$ cat src/rtl/rbeo_consts.vh
`ifndef RBEO_CONSTS_VH
`define RBEO_CONSTS_VH
// Operation
// RULE_01: Setting the self-test enable bit turns the checker into an LFSR pattern checker.
// RULE_02: Checker LFSR repeats a fixed loop matching the far transmitter generator.
// RULE_03: On first seeing self-test enabled, preset the LFSR to loop start D0.0.
// RULE_04: Compare each character once synchronised; loop violations are not errors.
// RULE_05: Loop end shows 010b or 100b for one character, decoded or bypassed.
// RULE_06: Errors exceeding matches by 16 abort and rewind the LFSR to D0.0; the code aborts only on the next miss after diff reaches 16.
// RULE_07: Far transmitter sends 16 sync characters before each pass in reference mode.
// RULE_08: Host avoids the low-latency framer during self-test and frames first.
// RULE_09: Device reset clears the self-test enable on every channel.
// RULE_10: Elasticity buffer is 10 deep, 11 wide, bypassed in recovered-clock mode.
// RULE_11: Reference mode drives a buffered or divided delayed output clock via the buffer.
// RULE_12: Buffer inserts K28.5 or deletes framing only while a framing char is held.
// RULE_13: Far transmitter sends framing characters often enough to avoid slips.
// RULE_14: Recovered-clock output neither adds nor deletes characters and skips the buffer.
// RULE_15: PLL power bit low disables receive analog; both drivers off powers down transmit.
// RULE_16: Reset initialises all state and sets buffer pointers a nominal offset apart.
// RULE_17: After reset the host enables channels and resets the boundary-scan controller.
// RULE_18: Output bus is 8 data and 3 status bits, carried unchanged in decoder mode.
// RULE_19: Bypass maps framing flag, then raw bits a,b and c,d,e,i,f,g,h,j.
// RULE_20: Framing flag is high only for the selected framing char on the boundary.
// RULE_21: Low-latency framer at half rate stretches the clock so rising edge meets flag.
// RULE_22: Multi-byte framers shift one pipeline stage; framer off means no adjustment.
// RULE_23: Decoder mode status shows 000b for data and 001b for special codes.
// RULE_24: Bypass select 0 gives raw output, 1 enables decoding.
`define RBEO_ADDR_CTRL 8'h00
`define RBEO_ADDR_STATUS 8'h04
`define RBEO_ADDR_LOOPS 8'h08
`define RBEO_CTRL_RESET 11'h002
`define RBEO_C_SELFTEST 0
`define RBEO_C_DECODE 1
`define RBEO_C_FRCHAR 2
`define RBEO_C_FRMODE 4:3
`define RBEO_C_FREN 5
`define RBEO_C_HALF 6
`define RBEO_C_REFMODE 7
`define RBEO_C_PLLPWR 8
`define RBEO_C_DRV1 9
`define RBEO_C_DRV2 10
`define RBEO_EB_DEPTH 4'ha
`define RBEO_EB_NOMINAL 4'h5
`define RBEO_EB_LOW 4'h2
`define RBEO_EB_HIGH 4'h8
`define RBEO_RECENTER_CHARS 4'h9
`define RBEO_ABORT_MARGIN 5'h10
`define RBEO_LFSR_START 9'h000
`define RBEO_FILL_DEC 11'h1bc
`define RBEO_FILL_BYP 11'h45f
`define RBEO_COMMA_A 8'h7c
`define RBEO_COMMA_B 8'h83
`define RBEO_K285_A 10'h17c
`define RBEO_K285_B 10'h283
`define RBEO_FR_LOWLAT 2'b00
`define RBEO_DST_DATA 3'b000
`define RBEO_DST_SPECIAL 3'b001
`define RBEO_DST_RDERR 3'b110
`define RBEO_DST_INVALID 3'b111
`define RBEO_BST_MATCH 3'b001
`define RBEO_BST_PASS 3'b010
`define RBEO_BST_WAIT 3'b011
`define RBEO_BST_FAIL 3'b100
`define RBEO_BST_MISS 3'b101
`define RBEO_BST_START 3'b111
`endif

$ cat src/rtl/rbeo_rx_backend.v
`timescale 1ns/100ps
`include "rbeo_consts.vh"
module rbeo_rx_backend (
  // Clock, reset, enable
  input wire mclk_in,
  input wire rst_n_in,
  input wire ce_in,
  // AXI4-Lite register slave
  input wire [7:0] s_axi_awaddr_in,
  input wire s_axi_awvalid_in,
  output wire s_axi_awready_out,
  input wire [31:0] s_axi_wdata_in,
  input wire [3:0] s_axi_wstrb_in,
  input wire s_axi_wvalid_in,
  output wire s_axi_wready_out,
  output reg [1:0] s_axi_bresp_out,
  output reg s_axi_bvalid_out,
  input wire s_axi_bready_in,
  input wire [7:0] s_axi_araddr_in,
  input wire s_axi_arvalid_in,
  output wire s_axi_arready_out,
  output reg [31:0] s_axi_rdata_out,
  output reg [1:0] s_axi_rresp_out,
  output reg s_axi_rvalid_out,
  input wire s_axi_rready_in,
  // Framed characters on the recovered character strobe
  input wire rec_char_valid_in,
  input wire [9:0] raw_char_bits_in,
  input wire [7:0] dec_data_in,
  input wire [2:0] dec_status_in,
  input wire char_boundary_in,
  input wire pll_locked_in,
  // Reference character tick
  input wire ref_char_tick_in,
  // Output register
  output reg [7:0] rx_data_bits_out,
  output reg [2:0] rx_status_bits_out,
  output reg rx_char_valid_out,
  output reg rx_output_clock_out,
  // Configuration and power
  output wire framing_char_sel_out,
  output wire [1:0] framer_mode_sel_out,
  output wire framer_enable_out,
  output wire rx_pll_enable_out,
  output wire serial_driver1_enable_out,
  output wire serial_driver2_enable_out,
  output wire tx_logic_power_out
);
  localparam S_OFF = 2'd0;
  localparam S_START = 2'd1;
  localparam S_WAIT = 2'd2;
  localparam S_RUN = 2'd3;

  reg [1:0] rst_sync;
  wire rst_n = rst_sync[1];

  always @(posedge mclk_in or negedge rst_n_in) begin
    if (!rst_n_in) begin
      rst_sync <= 2'b00;
    end else begin
      rst_sync <= {rst_sync[0], 1'b1};
    end
  end

  // Register slave
  reg [10:0] ctrl;
  reg aw_got;
  reg w_got;
  reg [7:0] aw_addr;
  reg [31:0] w_data;
  reg [3:0] w_strb;
  reg [1:0] st;
  reg [4:0] diff;
  reg [7:0] pass_cnt;
  reg [7:0] fail_cnt;
  wire [3:0] eb_level;

  assign s_axi_awready_out = ce_in & ~aw_got & ~s_axi_bvalid_out;
  assign s_axi_wready_out = ce_in & ~w_got & ~s_axi_bvalid_out;
  assign s_axi_arready_out = ce_in & ~s_axi_rvalid_out;

  wire [31:0] wmask = {{8{w_strb[3]}}, {8{w_strb[2]}}, {8{w_strb[1]}}, {8{w_strb[0]}}};
  wire [31:0] ctrl_wide = {21'h0, ctrl};
  wire [31:0] ctrl_new = (ctrl_wide & ~wmask) | (w_data & wmask);

  always @(posedge mclk_in or negedge rst_n) begin
    if (!rst_n) begin
      ctrl <= `RBEO_CTRL_RESET; // see RULE_09
      aw_got <= 1'b0;
      w_got <= 1'b0;
      aw_addr <= 8'h00;
      w_data <= 32'h00000000;
      w_strb <= 4'h0;
      s_axi_bvalid_out <= 1'b0;
      s_axi_bresp_out <= 2'b00;
    end else if (ce_in) begin
      if (s_axi_awvalid_in && s_axi_awready_out) begin
        aw_got <= 1'b1;
        aw_addr <= s_axi_awaddr_in;
      end
      if (s_axi_wvalid_in && s_axi_wready_out) begin
        w_got <= 1'b1;
        w_data <= s_axi_wdata_in;
        w_strb <= s_axi_wstrb_in;
      end
      if (aw_got && w_got) begin
        aw_got <= 1'b0;
        w_got <= 1'b0;
        s_axi_bvalid_out <= 1'b1;
        if (aw_addr == `RBEO_ADDR_CTRL) begin
          ctrl <= ctrl_new[10:0]; // see RULE_24
          s_axi_bresp_out <= 2'b00;
        end else if (aw_addr == `RBEO_ADDR_STATUS || aw_addr == `RBEO_ADDR_LOOPS) begin
          s_axi_bresp_out <= 2'b00;
        end else begin
          s_axi_bresp_out <= 2'b11;
        end
      end else if (s_axi_bvalid_out && s_axi_bready_in) begin
        s_axi_bvalid_out <= 1'b0;
      end
    end
  end

  always @(posedge mclk_in or negedge rst_n) begin
    if (!rst_n) begin
      s_axi_rvalid_out <= 1'b0;
      s_axi_rdata_out <= 32'h00000000;
      s_axi_rresp_out <= 2'b00;
    end else if (ce_in) begin
      if (s_axi_arvalid_in && s_axi_arready_out) begin
        s_axi_rvalid_out <= 1'b1;
        s_axi_rresp_out <= 2'b00;
        case (s_axi_araddr_in)
          `RBEO_ADDR_CTRL: s_axi_rdata_out <= ctrl_wide;
          `RBEO_ADDR_STATUS: s_axi_rdata_out <= {19'h0, diff, eb_level, 1'b0,
                                                 pll_locked_in, st};
          `RBEO_ADDR_LOOPS: s_axi_rdata_out <= {16'h0000, fail_cnt, pass_cnt};
          default: begin
            s_axi_rdata_out <= 32'h00000000;
            s_axi_rresp_out <= 2'b11;
          end
        endcase
      end else if (s_axi_rvalid_out && s_axi_rready_in) begin
        s_axi_rvalid_out <= 1'b0;
      end
    end
  end

  // Configuration fan-out
  wire st_en = ctrl[`RBEO_C_SELFTEST];
  wire decode = ctrl[`RBEO_C_DECODE];
  wire refmode = ctrl[`RBEO_C_REFMODE];
  wire half = ctrl[`RBEO_C_HALF];
  assign framing_char_sel_out = ctrl[`RBEO_C_FRCHAR];
  assign framer_mode_sel_out = ctrl[`RBEO_C_FRMODE];
  assign framer_enable_out = ctrl[`RBEO_C_FREN];
  assign rx_pll_enable_out = ctrl[`RBEO_C_PLLPWR]; // see RULE_15
  assign serial_driver1_enable_out = ctrl[`RBEO_C_DRV1];
  assign serial_driver2_enable_out = ctrl[`RBEO_C_DRV2];
  assign tx_logic_power_out = ctrl[`RBEO_C_DRV1] | ctrl[`RBEO_C_DRV2]; // see RULE_15

  function is_framing;
    input [9:0] raw;
    input sel;
    begin
      if (sel) begin
        is_framing = raw == `RBEO_K285_A || raw == `RBEO_K285_B;
      end else begin
        is_framing = raw[7:0] == `RBEO_COMMA_A || raw[7:0] == `RBEO_COMMA_B;
      end
    end
  endfunction

  function [8:0] lfsr_step;
    input [8:0] p;
    begin
      lfsr_step = {p[7:0], ~(p[8] ^ p[4])};
    end
  endfunction

  // Expected character: data lfsr[7:0], special when lfsr[8], violation slots when top bits set
  function char_match;
    input [8:0] p;
    input [7:0] d;
    input [2:0] s;
    begin
      if (p[8] && p[7:4] == 4'hf) begin
        char_match = s == `RBEO_DST_INVALID || s == `RBEO_DST_RDERR;
      end else begin
        char_match = d == p[7:0] && s == (p[8] ? `RBEO_DST_SPECIAL : `RBEO_DST_DATA);
      end
    end
  endfunction

  // Self-test checker
  wire comdet = char_boundary_in & is_framing(raw_char_bits_in, ctrl[`RBEO_C_FRCHAR]); // see RULE_20
  reg [8:0] lfsr;
  reg loop_err;
  reg [3:0] hold;
  reg [1:0] next_st;
  reg [8:0] next_lfsr;
  reg [4:0] next_diff;
  reg next_loop_err;
  reg [2:0] bist_code;
  reg pass_ev;
  reg fail_ev;
  wire eb_fault;
  wire [8:0] lfsr_adv = lfsr_step(lfsr);
  wire hit = char_match(lfsr, dec_data_in, dec_status_in);
  wire start_char = dec_data_in == 8'h00 && dec_status_in == `RBEO_DST_DATA;

  always @* begin
    next_st = st;
    next_lfsr = lfsr;
    next_diff = diff;
    next_loop_err = loop_err;
    bist_code = `RBEO_BST_START;
    pass_ev = 1'b0;
    fail_ev = 1'b0;
    case (st)
      S_OFF: begin
        next_st = S_WAIT;
        next_lfsr = `RBEO_LFSR_START; // see RULE_03
      end
      S_START: begin
        if (hold == 4'h0) begin
          next_st = S_WAIT;
          next_lfsr = `RBEO_LFSR_START;
        end
      end
      S_WAIT: begin
        bist_code = `RBEO_BST_WAIT;
        if (start_char) begin // see RULE_07
          next_st = S_RUN;
          next_lfsr = lfsr_step(`RBEO_LFSR_START);
          next_diff = 5'h00;
          next_loop_err = 1'b0;
          bist_code = `RBEO_BST_MATCH;
        end
      end
      S_RUN: begin
        next_lfsr = lfsr_adv; // see RULE_02
        if (hit) begin // see RULE_04
          bist_code = `RBEO_BST_MATCH;
          if (diff != 5'h00) begin
            next_diff = diff - 5'h01;
          end
        end else begin
          bist_code = `RBEO_BST_MISS;
          next_loop_err = 1'b1;
          next_diff = diff + 5'h01;
        end
        if (!hit && diff == `RBEO_ABORT_MARGIN) begin // see RULE_06
          next_st = S_WAIT;
          next_lfsr = `RBEO_LFSR_START;
          bist_code = `RBEO_BST_WAIT;
        end else if (lfsr_adv == `RBEO_LFSR_START) begin // see RULE_05
          next_st = S_WAIT;
          pass_ev = hit & ~loop_err;
          fail_ev = ~(hit & ~loop_err);
          bist_code = (hit && !loop_err) ? `RBEO_BST_PASS : `RBEO_BST_FAIL;
        end
      end
      default: begin
        next_st = S_OFF;
      end
    endcase
  end

  always @(posedge mclk_in or negedge rst_n) begin
    if (!rst_n) begin
      st <= S_OFF; // see RULE_16
      lfsr <= `RBEO_LFSR_START;
      diff <= 5'h00;
      loop_err <= 1'b0;
      hold <= 4'h0;
      pass_cnt <= 8'h00;
      fail_cnt <= 8'h00;
    end else if (ce_in) begin
      if (eb_fault) begin
        hold <= `RBEO_RECENTER_CHARS;
      end else if (rec_char_valid_in && hold != 4'h0) begin
        hold <= hold - 4'h1;
      end
      if (!st_en) begin // see RULE_01
        st <= S_OFF;
      end else if (!pll_locked_in || eb_fault) begin
        st <= S_START;
      end else if (rec_char_valid_in) begin
        st <= next_st;
        lfsr <= next_lfsr;
        diff <= next_diff;
        loop_err <= next_loop_err;
        if (pass_ev) begin
          pass_cnt <= pass_cnt + 8'h01;
        end
        if (fail_ev) begin
          fail_cnt <= fail_cnt + 8'h01;
        end
      end
    end
  end

  // Write-side stage: decoded or raw mapping, self-test status override
  wire [2:0] base_status = decode ? dec_status_in :
                           {comdet, raw_char_bits_in[0], raw_char_bits_in[1]}; // see RULE_19
  wire [7:0] base_data = decode ? dec_data_in : raw_char_bits_in[9:2]; // see RULE_18
  wire checking = st_en && st != S_OFF;
  reg [10:0] stage;
  reg stage_fr;
  reg stage_v;

  always @(posedge mclk_in or negedge rst_n) begin
    if (!rst_n) begin
      stage <= 11'h000;
      stage_fr <= 1'b0;
      stage_v <= 1'b0;
    end else if (ce_in) begin
      stage_v <= rec_char_valid_in;
      if (rec_char_valid_in) begin
        stage <= {checking ? bist_code : base_status, base_data}; // see RULE_23
        stage_fr <= comdet;
      end
    end
  end

  wire [10:0] eb_rdata;
  wire eb_rvalid;

  rbeo_elastic u_eb (
    .clk_in(mclk_in),
    .rst_n_in(rst_n),
    .ce_in(ce_in),
    .en_in(refmode), // see RULE_10
    .wr_in(stage_v),
    .wdata_in(stage),
    .wframe_in(stage_fr),
    .rd_in(ref_char_tick_in), // see RULE_11
    .fill_in(decode ? `RBEO_FILL_DEC : `RBEO_FILL_BYP),
    .rdata_out(eb_rdata),
    .rvalid_out(eb_rvalid),
    .fault_out(eb_fault),
    .level_out(eb_level)
  );

  // Output register and receive clock
  wire ld_rec = ~refmode & stage_v; // see RULE_14
  wire ld_ref = refmode & eb_rvalid;
  wire fr_on = ctrl[`RBEO_C_FREN];
  wire ll = fr_on & (ctrl[`RBEO_C_FRMODE] == `RBEO_FR_LOWLAT);
  wire mb = fr_on & (ctrl[`RBEO_C_FRMODE] != `RBEO_FR_LOWLAT);
  wire wrong = ld_rec & half & stage_fr & rx_output_clock_out;
  reg [10:0] hold_r;
  reg dly;
  reg bump;

  always @(posedge mclk_in or negedge rst_n) begin
    if (!rst_n) begin
      rx_data_bits_out <= 8'h00;
      rx_status_bits_out <= 3'b000;
      rx_char_valid_out <= 1'b0;
      rx_output_clock_out <= 1'b0;
      hold_r <= 11'h000;
      dly <= 1'b0;
      bump <= 1'b0;
    end else if (ce_in) begin
      rx_char_valid_out <= ld_rec | ld_ref;
      bump <= 1'b0;
      if (bump) begin
        rx_output_clock_out <= 1'b1;
      end else if (ld_ref || ld_rec) begin
        if (!half) begin
          rx_output_clock_out <= 1'b1;
        end else if (wrong && (ll || (mb && dly))) begin
          rx_output_clock_out <= 1'b0; // see RULE_21
          bump <= 1'b1;
        end else begin
          rx_output_clock_out <= ~rx_output_clock_out;
        end
      end else if (!half) begin
        rx_output_clock_out <= 1'b0;
      end
      if (ld_ref) begin
        {rx_status_bits_out, rx_data_bits_out} <= eb_rdata;
      end else if (ld_rec) begin
        if (wrong && mb && !dly) begin
          dly <= 1'b1; // see RULE_22
          hold_r <= stage;
        end else if (wrong && mb && dly) begin
          dly <= 1'b0;
          {rx_status_bits_out, rx_data_bits_out} <= stage;
        end else if (dly) begin
          hold_r <= stage;
          {rx_status_bits_out, rx_data_bits_out} <= hold_r;
        end else begin
          {rx_status_bits_out, rx_data_bits_out} <= stage;
        end
      end
      if (!mb) begin
        dly <= 1'b0;
      end
    end
  end
endmodule

$ cat src/rtl/rbeo_elastic.v
`timescale 1ns/100ps
`include "rbeo_consts.vh"
module rbeo_elastic (
  // Clock and control
  input wire clk_in,
  input wire rst_n_in,
  input wire ce_in,
  input wire en_in,
  // Write side
  input wire wr_in,
  input wire [10:0] wdata_in,
  input wire wframe_in,
  // Read side
  input wire rd_in,
  input wire [10:0] fill_in,
  output reg [10:0] rdata_out,
  output reg rvalid_out,
  output reg fault_out,
  output reg [3:0] level_out
);
  reg [10:0] mem [0:9];
  reg [9:0] mark;
  reg [9:0] vld;
  reg [3:0] wp;
  reg [3:0] rp;
  reg [3:0] nfr;
  integer i;

  function [3:0] inc;
    input [3:0] p;
    begin
      inc = (p == `RBEO_EB_DEPTH - 4'h1) ? 4'h0 : p + 4'h1;
    end
  endfunction

  wire do_wr = wr_in & en_in;
  wire do_rd = rd_in & en_in;
  wire empty = level_out == 4'h0;
  wire full = level_out == `RBEO_EB_DEPTH;
  wire del = do_wr & wframe_in & (nfr != 4'h0) & (level_out >= `RBEO_EB_HIGH); // see RULE_12
  wire ins = do_rd & mark[rp] & (level_out <= `RBEO_EB_LOW); // see RULE_12
  wire ovf = do_wr & full & ~del;
  wire unf = do_rd & empty;
  wire push = do_wr & ~del & ~full;
  wire pop = do_rd & ~empty & ~ins;
  wire [3:0] fr_up = (push & wframe_in) ? 4'h1 : 4'h0;
  wire [3:0] fr_dn = (pop & mark[rp]) ? 4'h1 : 4'h0;
  wire [3:0] lv_up = push ? 4'h1 : 4'h0;
  wire [3:0] lv_dn = pop ? 4'h1 : 4'h0;

  always @(posedge clk_in) begin
    if (ce_in && push) begin
      mem[wp] <= wdata_in;
    end
  end

  always @(posedge clk_in or negedge rst_n_in) begin
    if (!rst_n_in) begin
      wp <= `RBEO_EB_NOMINAL; // see RULE_16
      rp <= 4'h0;
      level_out <= `RBEO_EB_NOMINAL;
      nfr <= `RBEO_EB_NOMINAL;
      mark <= 10'h3ff;
      vld <= 10'h000;
      rdata_out <= 11'h000;
      rvalid_out <= 1'b0;
      fault_out <= 1'b0;
    end else if (ce_in) begin
      rvalid_out <= do_rd;
      fault_out <= ovf | unf;
      if (do_rd) begin
        rdata_out <= (ins || empty || !vld[rp]) ? fill_in : mem[rp];
      end
      if (ovf || unf) begin
        wp <= `RBEO_EB_NOMINAL;
        rp <= 4'h0;
        level_out <= `RBEO_EB_NOMINAL;
        nfr <= `RBEO_EB_NOMINAL;
        mark <= 10'h3ff;
        vld <= 10'h000;
      end else begin
        for (i = 0; i < 10; i = i + 1) begin
          if (push && wp == i) begin
            mark[i] <= wframe_in;
            vld[i] <= 1'b1;
          end
        end
        if (push) begin
          wp <= inc(wp);
        end
        if (pop) begin
          rp <= inc(rp);
        end
        level_out <= level_out + lv_up - lv_dn;
        nfr <= nfr + fr_up - fr_dn;
      end
    end
  end
endmodule

$ cat config.mk
export PLATFORM = sky130hd
export DESIGN_NAME = rbeo_rx_backend
export DESIGN_NICKNAME = d
export VERILOG_FILES = /design/src/rtl/rbeo_rx_backend.v /design/src/rtl/rbeo_elastic.v
export VERILOG_INCLUDE_DIRS = /design/src /design/src/rtl
export SDC_FILE = /design/constraint.sdc
export NUM_CORES = 1
export LEC_CHECK = 0
export ABC_AREA = 1
export BUFFER_PORTS_ARGS = -buffer_cell sky130_fd_sc_hd__buf_2
export CELL_PAD_IN_SITES_DETAIL_PLACEMENT = 0
export CELL_PAD_IN_SITES_GLOBAL_PLACEMENT = 1
export CORE_ASPECT_RATIO = 1.5
export CORE_MARGIN = 1
export CORE_UTILIZATION = 31
export CTS_BUF_LIST = sky130_fd_sc_hd__clkbuf_8
export DETAILED_ROUTE_END_ITERATION = 7
export PLACE_DENSITY_LB_ADDON = 0.1
export SLEW_MARGIN = 5
export SYNTH_ARGS = -nofsm -noshare
export SYNTH_HDL_FRONTEND = slang
export SYNTH_SLANG_ARGS = --single-unit
$ cat constraint.sdc
create_clock -name mclk_in -period 13.05 [get_ports mclk_in]
set_input_delay 1.9575 -clock mclk_in [delete_from_list [all_inputs] [get_ports mclk_in]]
set_output_delay 1.9575 -clock mclk_in [all_outputs]
set_load 0.01 [all_outputs]
==> flow_metrics.env, run 1 <==
export IMPL_status="finished clean"
export IMPL_ys_flop_type="dfrtp_1"
export IMPL_syn_inst=1473
export IMPL_synthMuxAreaShare=0.00822
export IMPL_finalCritPeriodShare=0.379
export IMPL_grt_usage=0.179
export IMPL_yosysUniqueCellTypes=52
export IMPL_synth_area_leaders="dfrtp_1, edfxtp_1, nand2_1"
export IMPL_switchingPower_mw=1.00
export IMPL_fin_skew_ns=0.0262
export IMPL_cts_made_buffers=47
export IMPL_core_sq_um=43800
export IMPL_hp_class="reg2reg"
export IMPL_p_leak_nw=7.01
export IMPL_clk_latency_ns=0.59
export IMPL_synth_common_cells="nand2_1, nor2_1, dfrtp_1, o21ai_0, inv_1"
export IMPL_clkPwrFrac=0.282
export IMPL_critPathCapture="s_axi_wready_out"
export IMPL_die_area_sq_um=45100
export IMPL_r2r_start="u_eb.rp[0]"
export IMPL_reg2reg_depth=19
export IMPL_yosysTopAreaCell="dfrtp_1"
export IMPL_h_tree_depth=2
export IMPL_cts_repair_resized=0
export IMPL_syn2layout_area_growth_pct=14.2
export IMPL_ant_nets=0
export IMPL_critPathKind="in2out"
export IMPL_swShare=0.364
export IMPL_io_pin_count=147
export IMPL_arrival_ns=2.98
export IMPL_rsz0062_at_grt="no"
export IMPL_fillers=4574
export IMPL_seq_area_frac_synth=0.573
export IMPL_powerDensity_nw_per_um2=176
export IMPL_post_cts_setup_buffers=0
export IMPL_synthXorXnorAreaFrac=0.0134
export IMPL_combPwrFrac=0.278
export IMPL_cp_max_fo=20
export IMPL_required_ns=11.09
export IMPL_synth_top_family_by_area="simple AND/OR/NAND/NOR gates"
export IMPL_route_detailed_drc=0
export IMPL_synth_compound_area_frac=0.131
export IMPL_min_path_cells=0
export IMPL_vias_per_cell=4.74
export IMPL_synth_async_reset_ratio=0.622
export IMPL_die_h_microns=260
export IMPL_synth_edff_count=110
export IMPL_final_max_slew_violation_count=0
export IMPL_antenna_found_initial=2
export IMPL_cts_tree="done"
export IMPL_internal_power_mw=1.75
export IMPL_grt_max_degree=70
export IMPL_syn_avg_cell_area_sq_um=9.30
export IMPL_use_met2=0.351
export IMPL_critPathCaptureType="primary output"
export IMPL_min_period_ns=4.94
export IMPL_grt_overflow=0
export IMPL_wire_per_inst_microns=17.8
export IMPL_die_x_microns=174
export IMPL_gp_congestion=0.797
export IMPL_fmax_mhz=202
export IMPL_hold_violations=0
export IMPL_layout_drive_gt1_share=0.155
export IMPL_grtUsageMet1=0.194
export IMPL_synth_seq_cells=291
export IMPL_yosys_area_share_simple=0.181
export IMPL_worstSetupStartpoint="ce_in"
export IMPL_synthAdderAreaFrac=0.0236
export IMPL_finalPower_mw=2.76
export IMPL_ys_warn_count=0
export IMPL_synth_cell_area_sq_um=13700
export IMPL_worstMarginPinSlew_ns=1.01
export IMPL_clockRootBuffer="clkbuf_8"
export IMPL_yosysTopAreaCellShare=0.299
export IMPL_nNetsFinal=1697
export IMPL_drt_wl_total_microns=39300
export IMPL_dr_pass1_iters=5
export IMPL_utilization=0.358
export IMPL_cts_sinks=291
export IMPL_ctsHoldBuffers=0
export IMPL_critPathLaunchType="input pin"
export IMPL_clk_pin_slew_worst_paths_ns=0.06
export IMPL_synth_most_common_cell="nand2_1"
export IMPL_reg2reg_to="u_eb.nfr[2]"
export IMPL_grt_use_met3=0.0250
export IMPL_tns_ns=0
export IMPL_drtIter0Drc=490
export IMPL_cts_root_to_sink_buffers=3
export IMPL_setup_viol_count_final=0
export IMPL_slew_headroom=0.323
export IMPL_top_usage_layer="met2"
export IMPL_ff2ff_setup_slack_ns=9.62
export IMPL_peakVddDrop_uv=111
export IMPL_p_seq_frac=0.441
export IMPL_maxCapViolCount=0
export IMPL_hpwlAfterDp_microns=27500
export IMPL_grt_pass1_wl_microns=62000
export IMPL_port_buffers=107
export IMPL_grt_pass1_vias=10800
export IMPL_vias=10400
export IMPL_rows=94
export IMPL_initial_core_util=0.313
-- critical path, cell delays in order --
cell and delay [ns]:
buf_2 0.07, buf_4 0.29, inv_2 0.25, nor3_1 0.24, buf_2 0.18
-- state kept, by name, indices dropped and copies added, names as in the netlist, 10 cells and up, named ones only --
signal / flops
u_eb.mark: 10
u_eb.mem: 110
w_data: 11
u_eb.rdata_out: 11
u_eb.vld: 10
s_axi_rdata_out: 16
hold_r: 11
stage: 11
-- power by group through the flow --
stage	Sequential [mW]	Combinational, mW	Clock (mW)
after floorplan	1.20	0.550	0
after global placement	1.24	0.777	0
after detailed placement	1.24	0.788	0
after CTS	1.22	0.791	0.806
after global routing	1.24	0.885	0.843
final	1.22	0.766	0.777
-- per-stage QoR --
step | instance area, sq um | cells | setup slack (ns) | hold WS [ns]
after floorplan | 13800 | 1488 | 7.66 | 0.331
after global placement | 14800 | 2115 | 8.04 | 0.337
after detailed placement | 14800 | 2115 | 8.04 | 0.338
after CTS | 15600 | 2199 | 8.04 | 0.352
after global routing | 15700 | 2200 | 7.95 | 0.380
final | 15700 | 2200 | 8.11 | 0.349
-- how the worst min path moves through the flow --
stage                     start     endpoint  slack (ns)
floorplan           rst_sync[0]  rst_sync[1]        0.33
global placement    rst_sync[0]  rst_sync[1]        0.34
detailed placement  rst_sync[0]  rst_sync[1]        0.34
CTS                 rst_sync[0]  rst_sync[1]        0.35
global route        rst_sync[0]  rst_sync[1]        0.38
finish              rst_sync[0]  rst_sync[1]        0.35
-- cells by family (layout without fill, tap and decap cells) --
| logic type | count (synthesis) | after routing |
|---|---|---|
| AOI/OAI and AO/OA | 326 | 326 |
| xor gates and xnor gates | 21 | 21 |
| adders and majority gates | 24 | 24 |
| buffers and inverters | 221 | 356 |
| DFF | 291 | 291 |
| muxes | 10 | 10 |
| other | 2 | 18 |
| and+or+nand+nor | 578 | 578 |
-- layout make-up --
class,count,area [sq um],area share
timing repair buffer,118,618,0.0395
clock buffer,51,702,0.0448
antenna,1,2.50,0.000160
inverter,154,578,0.0369
multi-input combinational,976,4980,0.318
tap,576,721,0.0460
clock inverter,33,190,0.0122
sequential,291,7860,0.502
-- cells in the final DEF, fill, tap and decap left out, types with 7 or more instances in the layout --
| cell | count |
|---|---|
| inv_2 | 12 |
| nor2_1 | 168 |
| o22ai_1 | 28 |
| buf_4 | 11 |
| clkinv_1 | 13 |
| xor2_1 | 19 |
| o21ai_0 | 164 |
| dfrtp_1 | 161 |
| dfstp_2 | 17 |
| nand4_1 | 18 |
| inv_1 | 155 |
| o211ai_1 | 30 |
| conb_1 | 17 |
| mux2_2 | 7 |
| nor2_2 | 16 |
| buf_2 | 107 |
| edfxtp_1 | 110 |
| nor3_1 | 13 |
| o21ai_1 | 14 |
| clkbuf_8 | 51 |
| a21oi_1 | 71 |
| ha_1 | 21 |
| nand2_1 | 276 |
| nand3_1 | 54 |
-- metal layers --
metal,wire (microns),vias to the layer above
met4,1080,2
li1,-,5155
met5,13,-
met3,1210,77
met1,15100,5024
met2,21800,172
No activity file was read; power rests on OpenSTA's default activity.
==> run 2: changes to the inputs <==
Clock period 13.05 ns to 4.52 ns, I/O delays scaled along.
==> flow_metrics.env, run 2 (same netlist as run 1, synthesis figures left out) <==
export IMPL_wire_per_inst_microns=17.6
export IMPL_detailed_place_area_sq_um=14800
export IMPL_rsz0062_at_grt="no"
export IMPL_hold_violations=0
export IMPL_clockRootBuffer="clkbuf_8"
export IMPL_largest_register_ffs=110
export IMPL_gp_congestion=0.801
export IMPL_maxCapViolCount=0
export IMPL_fmax_mhz=322
export IMPL_dr_pass1_iters=5
export IMPL_p_leak_nw=7.07
export IMPL_rows=94
export IMPL_min_period_ns=3.10
export IMPL_vias=10400
export IMPL_powerDensity_nw_per_um2=504
export IMPL_clk_latency_ns=0.59
export IMPL_grt_overflow=0
export IMPL_arrival_ns=3.62
export IMPL_drt_wl_total_microns=38900
export IMPL_most_common_layout_cells="nand2_1, nor2_1, inv_1"
export IMPL_regMostFlops="u_eb.mem"
export IMPL_initial_core_util=0.313
export IMPL_hp_class="in2reg"
export IMPL_route_detailed_drc=0
export IMPL_holdWs_ns=0.304
export IMPL_peakVddDrop_uv=279
export IMPL_finalPower_mw=7.91
export IMPL_grt_max_degree=144
export IMPL_cts_sinks=291
export IMPL_cp_max_fo=19
export IMPL_antenna_found_initial=1
export IMPL_grt_pass1_vias=10600
export IMPL_cts_made_buffers=48
export IMPL_required_ns=5.04
export IMPL_status="finished clean"
export IMPL_reg_top3="u_eb.mem: 110 flops, s_axi_rdata_out: 16 flops"
export IMPL_finalCritPeriodShare=0.686
export IMPL_critPathCaptureType="flop"
export IMPL_critPathLaunchType="flop"
export IMPL_grt_usage=0.176
export IMPL_port_buffers=107
export IMPL_syn2layout_area_growth_pct=14.5
export IMPL_placedCellCount=2116
export IMPL_final_max_slew_violation_count=0
export IMPL_layout_drive_gt1_share=0.155
export IMPL_fin_cells=2207
export IMPL_nNetsFinal=1700
export IMPL_worst_slack_ns=1.42
export IMPL_slew_headroom=0.249
export IMPL_utilization=0.359
export IMPL_grt_pass1_wl_microns=61100
export IMPL_die_h_microns=260
export IMPL_tns_ns=0
export IMPL_h_tree_depth=2
export IMPL_vias_per_cell=4.70
export IMPL_worstMarginPinSlew_ns=1.12
export IMPL_fin_skew_ns=0.0252
export IMPL_finalInstanceArea_sq_um=15700
export IMPL_cts_tree="done"
export IMPL_drtIter0Drc=405
export IMPL_hpwlAfterDp_microns=27600
export IMPL_cts_repair_resized=0
export IMPL_cts_root_to_sink_buffers=3
export IMPL_ant_nets=0
export IMPL_clk_pin_slew_worst_paths_ns=0.06
export IMPL_die_x_microns=174
export IMPL_critPathKind="reg2reg"
export IMPL_die_area_sq_um=45100
export IMPL_core_sq_um=43800
export IMPL_setup_viol_count_final=0
export IMPL_io_pin_count=147
export IMPL_dp_slack_ns=1.36
export IMPL_layout_commonest_cell="nand2_1"
==> run 2: cell count changes in the layout (fill, tap and decap cells not counted), moves of 2 or more <==
| cell | previous run | this run |
|---|---|---|
| clkbuf_8 | 51 | 55 |
| inv_1 | 155 | 167 |
| nor2_1 | 168 | 170 |
| nor2_2 | 16 | 14 |
| clkinv_1 | 13 | 4 |
| bufinv_16 | 2 | 0 |
==> run 2: power breakdown <==
group          internal [mW]  switching (mW)  total, mW
Combinational          0.747            1.41       2.16
Sequential              3.17           0.376       3.54
Clock                   1.11            1.09       2.20
==> run 2: final cells by class <==
cell class | count | area [sq um]
clock buffers | 55 | 757
multi-input cells | 976 | 4970
well taps | 576 | 721
flip-flops and latches | 291 | 7860
diodes | 1 | 2.50
fillers | 4659 | 28100
repair buffers | 120 | 648
clock inverters | 34 | 146
inverters | 154 | 578
==> run 2: critical path: stages (launching register included) <==
cell     delay (ns)
dfrtp_1        0.56
inv_2          0.27
nor2_1         0.15
o21ai_0        0.10
nand3_1        0.09
nand3_1        0.08
nand2_1        0.11
nand2_1        0.12
nand2_2        0.13
nor2_1         0.07
nand2_1        0.08
inv_1          0.05
ha_1           0.26
inv_1          0.04
ha_1           0.21
fa_1           0.40
xor2_1         0.15
o22ai_1        0.12
inv_1          0.06
==> run 2: repair_timing <==
action / in CTS / in global routing
hold buffers: 1 / 0
hold endpoints to repair: 2 / 0
setup buffers: 0 / 0
==> run 2: metal layers <==
| layer | track usage | wire length, microns | up-vias |
|---|---|---|---|
| met5 | 0 | 0 | - |
| met4 | 0.0575 | 910 | 0 |
| met3 | 0.0293 | 1320 | 52 |
| met2 | 0.345 | 21700 | 163 |
| met1 | 0.190 | 15000 | 4993 |
| li1 | - | - | 5155 |
==> run 2: path summary, 6_finish.rpt <==
check                                    from          end  slack (ns)  depth (start not counted)
max                                u_eb.rp[1]  u_eb.nfr[2]        1.42                         18
min                        s_axi_awaddr_in[6]   aw_addr[6]        0.30                          2
max reg2reg                        u_eb.rp[1]  u_eb.nfr[2]        1.42                         18
min reg2reg                       rst_sync[1]   aw_addr[1]        0.31                          0
max in group asynchronous         rst_sync[1]   u_eb.rp[0]        3.02                          1
min in group asynchronous         rst_sync[1]   aw_addr[1]        0.31                          0
